<file path="src/inc/reset_glitch_filter_control_map.vh">
// What this block does
// - Power-on issues warm reset before boot starts
// - Watchdog reset drives reset pin low
// - Watchdog reset may go to CPU interrupt
// - Glitch filter always cleans reset pin input
// - Glitch filter has no software control
// - Undervoltage monitors raise interrupt or reset
`ifndef RESET_GLITCH_FILTER_CONTROL_MAP_VH
`define RESET_GLITCH_FILTER_CONTROL_MAP_VH
// Glitch filter hold time in ns and its cycle count
`define FILTER_HOLD_NS 100
`define CLK_PERIOD_NS 5
`define FILTER_CYCLES ((`FILTER_HOLD_NS + `CLK_PERIOD_NS - 1) / `CLK_PERIOD_NS)
// Warm reset length in ns and its cycle count
`define WARM_RESET_NS 500
`define WARM_CYCLES ((`WARM_RESET_NS + `CLK_PERIOD_NS - 1) / `CLK_PERIOD_NS)
// Pin drive length in ns for a watchdog reset
`define PIN_DRIVE_NS 1000
`define PIN_CYCLES ((`PIN_DRIVE_NS + `CLK_PERIOD_NS - 1) / `CLK_PERIOD_NS)
// Counter width
`define CNT_W 8
`endif

</file>
<file path="src/core/reset_glitch_filter_control.v">
`timescale 1ns/1ps
`default_nettype none
`include "reset_glitch_filter_control_map.vh"
module reset_glitch_filter_control (
  input wire mclk,
  input wire rst,
  input wire reset_pin_n_in,
  output wire reset_pin_n_out,
  output wire reset_pin_n_oe,
  input wire power_on_monitor,
  input wire brownout_monitor,
  input wire brownout_to_irq,
  input wire watchdog_reset,
  input wire watchdog_to_irq,
  output reg warm_reset,
  output reg boot_start,
  output reg watchdog_irq,
  output reg brownout_irq
);
  // States of the sequencer, one-hot
  // Warm: internal reset held, causes watched
  localparam [3:0] st_warm = 4'h1;
  // Boot: single cycle that releases boot
  localparam [3:0] st_boot = 4'h2;
  // Run: normal operation, causes watched
  localparam [3:0] st_run = 4'h4;
  // Drive: pin pulled low after watchdog reset
  localparam [3:0] st_drive = 4'h8;
  // Last counts as full integers, cut to counter width below
  localparam integer filter_end = `FILTER_CYCLES - 1;
  localparam integer warm_end = `WARM_CYCLES - 1;
  localparam integer pin_end = `PIN_CYCLES - 1;
  // Last filter count before a new level is taken
  localparam [`CNT_W-1:0] filter_max = filter_end[`CNT_W-1:0];
  // Last warm count before boot may start
  localparam [`CNT_W-1:0] warm_max = warm_end[`CNT_W-1:0];
  // Last drive count before the pin is released
  localparam [`CNT_W-1:0] pin_max = pin_end[`CNT_W-1:0];
  // Saturation value of the sequencer counter
  localparam [`CNT_W-1:0] cnt_top = {`CNT_W{1'h1}};
  // Zero value shared by both counters
  localparam [`CNT_W-1:0] cnt_zero = {`CNT_W{1'h0}};
  // Three stage pin synchroniser
  reg sync_a;
  reg sync_b;
  reg sync_c;
  // Filtered pin level, high means released
  reg pin_clean;
  // Stability counter of the filter
  reg [`CNT_W-1:0] filter_cnt;
  // Sequencer state and its counter
  reg [3:0] state;
  reg [3:0] next_state;
  reg [`CNT_W-1:0] seq_cnt;
  // Any reset cause that starts a warm reset
  wire cause_reset;
  // Watchdog reset routed as a real reset
  wire wd_hard;
  // Undervoltage routed as a real reset
  wire bo_hard;

  // Counter step shared by the filter and sequencer counters
  // Kept in one place so both counters step the same way
  function [`CNT_W-1:0] bump;
    input [`CNT_W-1:0] value;
    begin
      // Add one at the counter width, no carry kept
      bump = value + {{(`CNT_W-1){1'h0}}, 1'h1};
    end
  endfunction

  // Synchroniser chain; first flop feeds only the second
  always @(posedge mclk)
  begin
    if (rst)
    begin
      sync_a <= 1'b1;
      sync_b <= 1'b1;
      sync_c <= 1'b1;
    end
    else
    begin
      sync_a <= reset_pin_n_in;
      sync_b <= sync_a;
      sync_c <= sync_b;
    end
  end

  // Fixed glitch filter, no control input exists
  // Counts only while second and third flops agree
  // A level that bounces restarts the count, so spikes never pass
  // Pin drive by this block is read back through the same path
  always @(posedge mclk)
  begin
    if (rst)
    begin
      pin_clean <= 1'b1;
      filter_cnt <= {`CNT_W{1'b0}};
    end
    else if ((sync_b != sync_c) || (sync_c == pin_clean))
    begin
      // Unstable or unchanged, restart the count
      filter_cnt <= cnt_zero;
    end
    else if (filter_cnt == filter_max)
    begin
      // Held long enough, accept new level
      pin_clean <= sync_c;
      filter_cnt <= cnt_zero;
    end
    else
    begin
      // Stable new level, keep counting
      filter_cnt <= bump(filter_cnt);
    end
  end

  // Watchdog goes to reset unless routed as interrupt
  assign wd_hard = watchdog_reset & ~watchdog_to_irq;
  // Undervoltage goes to reset unless routed as interrupt
  assign bo_hard = brownout_monitor & ~brownout_to_irq;
  // Filtered pin held low counts as reset
  assign cause_reset = power_on_monitor | bo_hard | ~pin_clean;

  // Next state logic
  // Reset causes beat the watchdog in run
  // Boot always lasts one cycle, causes then act from run
  always @*
  begin
    next_state = state;
    case (state)
      st_warm:
        // Hold warm reset until causes clear and time runs out
        if (!cause_reset && seq_cnt == warm_max)
          next_state = st_boot;
      st_boot:
        // Boot released, go on to run
        next_state = st_run;
      st_run:
        if (cause_reset)
          next_state = st_warm;
        else if (wd_hard)
          next_state = st_drive;
      st_drive:
        // Causes are ignored while the pin is driven
        if (seq_cnt == pin_max)
          next_state = st_warm;
      default:
        // Illegal code, fall back to warm reset
        next_state = st_warm;
    endcase
  end

  // State register and counter
  // Counter restarts on each state change
  // A live cause in warm restarts the warm time as well
  always @(posedge mclk)
  begin
    if (rst)
    begin
      // Start in warm reset with a fresh count
      state <= st_warm;
      seq_cnt <= cnt_zero;
    end
    else
    begin
      state <= next_state;
      if (next_state != state || (state == st_warm && cause_reset))
        // New phase or cause still present
        seq_cnt <= cnt_zero;
      else if (seq_cnt != cnt_top)
        // Count up, stop at the top value
        seq_cnt <= bump(seq_cnt);
    end
  end

  // Registered outputs
  // Warm and boot taken from the next state so they line up with the state
  always @(posedge mclk)
  begin
    if (rst)
    begin
      warm_reset <= 1'b1;
      boot_start <= 1'b0;
      watchdog_irq <= 1'b0;
      brownout_irq <= 1'b0;
    end
    else
    begin
      // Warm reset covers warm and pin drive phases
      warm_reset <= (next_state == st_warm) || (next_state == st_drive);
      // One-cycle boot pulse after warm reset ends
      boot_start <= (next_state == st_boot);
      // Watchdog redirected as interrupt level, held while watchdog_reset stays high in run
      watchdog_irq <= (state == st_run) && watchdog_reset && watchdog_to_irq;
      // Undervoltage redirected as interrupt level
      brownout_irq <= brownout_monitor && brownout_to_irq;
    end
  end

  // Open-drain style drive: low only during watchdog reset
  // The pin is never driven high, the outside pull-up does that
  assign reset_pin_n_out = 1'b0;
  assign reset_pin_n_oe = (state == st_drive);
endmodule
`default_nettype wire

</file>
<file path="config.mk">
export PLATFORM = sky130hd
export DESIGN_NAME = reset_glitch_filter_control
export DESIGN_NICKNAME = d
export VERILOG_FILES = /design/src/core/reset_glitch_filter_control.v
export VERILOG_INCLUDE_DIRS = /design/src /design/src/inc
export SDC_FILE = /design/constraint.sdc
export NUM_CORES = 1
export LEC_CHECK = 0
export BUFFER_PORTS_ARGS = -buffer_cell sky130_fd_sc_hd__buf_4
export CAP_MARGIN = 20
export CORE_ASPECT_RATIO = 1.1
export CORE_MARGIN = 1.5
export CORE_UTILIZATION = 55
export DETAILED_ROUTE_END_ITERATION = 16
export PLACE_DENSITY = 0.76
export REMOVE_ABC_BUFFERS = 1
export SYNTH_ARGS = -nofsm -noshare
export SYNTH_HDL_FRONTEND = slang
export SYNTH_SLANG_ARGS = --single-unit
export TNS_END_PERCENT = 30
</file>
<file path="constraint.sdc">
create_clock -name mclk -period 2.1 [get_ports mclk]
set_input_delay 0.42 -clock mclk [delete_from_list [all_inputs] [get_ports mclk]]
set_output_delay 0.42 -clock mclk [all_outputs]
set_load 0.01 [all_outputs]
</file>
==> summary.md <==
| Metric | Value |
|---|---|
| Crit. End Element | flop |
| Vias per std cell | between 5 and 6 |
| Number of global-route vias before repair | 866 |
| Predominant post-synthesis flop cell | dfxtp_1 |
| Req. time, crit path | 2.32 ns |
| Status | completed |
| Final Skew | ~0.014 ns |
| Post-DP HPWL | about 1600 um |
| Largest family of logic cells by synthesized area | simple AND/OR/NAND/NOR gates |
| Mean cell area of the mapped netlist | roughly 8.9 um^2 |
| Max_cap viols | 0 |
| CTS sink count | 28 |
| Post-synth ARST share | 0% |
| CP Max Fanout | 8 |
| Cells after Synth | approximately 140 |
| RSZ-0062 raised after global routing | false |
| Area share of the largest cell type after synthesis | around 44% |
| Pwr Density | about 560 nW/um^2 |
| CTS Buffer Depth | 2 |
| Final hold vios | 0 |
| Setup CP Type | reg2reg |
| DRC | 0 |
| Drt pass-1 iters | 4 |
| Remaining antenna violation count | 0 |
| Setup-failing EPs final | 0 |
| # rows | 18 |
| YS warnings | 0 |
| Vias | about 1000 |
| Sum Neg Setup Slack | 0 ns |
| Leak Pwr | about 0.5 nW |
| # fillers | ~200 |
| Synth Cell Area | 1280 um^2 |
| Num CTS Buffers | 3 |
| Register area share after synthesis | between 40% and 50% |
| Post-synthesis mux area share | between 1.5 and 2% |
| N_diodes | 0 |
| Post-synth EDFFs | 0 |
| Area Growth Syn to Fin | 9.31% |
| Starting DRT DRC Count | 21 |
| Largest area contributor in the netlist | dfxtp_1 |
| R2r startpoint | seq_cnt[3] |
| Die span in y | roughly 54 um |
| Xor and xnor area share after synthesis | under 10% |
| WP data arrival | ~2.1 ns |
| Synth Register Bits | 28 |
| Initial Util | between 50% and 60% |
| Post-Synth Adder-Cell Area | a little under 3% |
| I/O Pins | 14 |
| GRT Resource Usage Total | between 15 and 20% |
| Hold Crit Start | reset_pin_n_in |
| CORE AREA | around 2200 um^2 |
| Complex-gate fraction of the synthesized area | under 10% |
| Pin count of the biggest net entering global routing | 15 |
| Period minus WS final | between 1.5 and 2 ns |
| Worst-path clk slew | around 0.15 ns |
| Post-CTS sizing | 0 |
| Period utilisation layout | 88.4% |
| Die Wd | about 49 um |
| CTS Hold Bufs | 0 |
| Clk root buf | clkbuf_4 |
| Layout cells sized above 1 | approximately 14% |
| Max Freq | between 500 and 600 MHz |
| H-tree depth | 1 |
| Pwr Total | between 0.0007 and 0.0008 W |
| Die ar. | 2620 um^2 |
| Worst min path class | in2reg |
| Routed WL per cell | 11.5 um |
| Pins Over Slew Limit | 0 |
| Post-CTS setup buffer count | 0 |
| Peak VDD IR | ~0.39 mV |
| Initial antenna violation count | 0 |
| Gr ovfl total | 0 |
| Synth top cells by count | dfxtp_1, nor2_1, nand2_1, nand3_1 |
| Gpl congestion | between 0.8 and 0.9 |
| Total routed wirelength | roughly 2100 um |
| Top post-synthesis cells by area | dfxtp_1, nor2_1, nand2_1 |
| Skew-Pair Late Insertion Delay | roughly 0.32 ns |
| Simple-gate share of the synthesized area | ~33% |
| CTS tree | built |
| Netlist cell types | between 40 and 50 |
| First-pass GRT wire length | between 3000 and 4000 um |
| Layout Nets | 167 |
| Most common cell in the synthesized netlist | dfxtp_1 |
| Crit path launch type | flop |
| Port buffer count | 12 |
| Crit path launch | seq_cnt[3] |
cells by family after synthesis:
| logic type | after synthesis |
|---|---|
| other | 1 |
| and+or+nand+nor | 77 |
| xor gates and xnor gates | 8 |
| AOI/OAI and AO/OA | 17 |
| buffers and inverters | 8 |
| adders and majority gates | 3 |
| muxes | 2 |
| DFF | 28 |
layout make-up:
| cell class | instances | area (um^2) | share of cell area [%] |
|---|---|---|---|
| clock buffers | 3 | 22.5 | 1.61 |
| flip-flops and latches | 28 | 561 | 40.2 |
| repair buffers | 12 | 90.1 | 6.46 |
| well taps | 30 | 37.5 | 2.69 |
| inverters | 3 | 11.3 | 0.807 |
| multi-input cells | 108 | 673 | 48.3 |
where the power goes:
part / leakage (nW) / total, W / switching, W / internal (W)
combinational: 0.271 / 0.0000352 / 0.0000169 / 0.0000183
sequential: 0.227 / 0.000539 / 0.00000336 / 0.000536
clock: 0.0138 / 0.000213 / 0.000146 / 0.0000672
total: 0.511 / 0.000788 / 0.000167 / 0.000622
routing by layer:
metal,vias to the layer above,global-route usage (%),share of wire [%]
met1,459,22.3,48
met3,4,2.82,2.9
met2,15,29.9,47
met4,0,10.5,1.8
met5,-,0,0
li1,515,-,-
through the flow:
step / area (um^2) / hold slack, ns / util [%] / std cells / setup WS, ns
floorplan: 1240 / 0.389 / - / 139 / 0.448
global placement: 1370 / 0.395 / 61.6 / 181 / 0.270
detailed placement: 1370 / 0.404 / 61.6 / 181 / 0.262
CTS: 1400 / 0.265 / 62.6 / 184 / 0.236
global route: 1400 / 0.256 / 62.6 / 184 / 0.0994
finish: 1400 / 0.280 / 62.6 / 184 / 0.243
flip-flops by register name (all words and copies together) (netlist names):
| name | flops |
|---|---|
| filter_cnt | 8 |
| seq_cnt | 8 |
| state | 4 |
| boot_start | 1 |
| brownout_irq | 1 |
| pin_clean | 1 |
| sync_a | 1 |
| sync_b | 1 |
| sync_c | 1 |
| warm_reset | 1 |
| watchdog_irq | 1 |
cell usage in the layout (no fill, tap or decap), drive strengths merged, types with 2 or more instances in the layout:
| cell | instances |
|---|---|
| or2 | 4 |
| clkbuf | 3 |
| dfxtp | 28 |
| inv | 3 |
| buf | 12 |
| nor4b | 2 |
| xor2 | 5 |
| o21ai | 3 |
| a21oi | 5 |
| ha | 3 |
| nand3 | 6 |
| nand2 | 13 |
| nor2 | 25 |
| and3 | 3 |
| nor4 | 3 |
| or3 | 3 |
| nand2b | 3 |
| nand3b | 2 |
| mux2i | 2 |
| xnor2 | 3 |
| nor3 | 5 |
path summary, 6_finish.rpt:
check,slack [ns],end,cells after the start
worst min-delay path,0.28,sync_a,2
worst max register to register,0.24,seq_cnt[6],5
worst min register to register,0.43,sync_b,1
worst max-delay path,0.24,seq_cnt[6],5
critical path, cell delays in order (launching register included):
cell	delay, ns
dfxtp_1	0.36
or2_1	0.26
o41ai_2	0.47
a32oi_1	0.16
o2111ai_2	0.39
nor3_1	0.11
No activity file was read; power rests on OpenSTA's default activity.
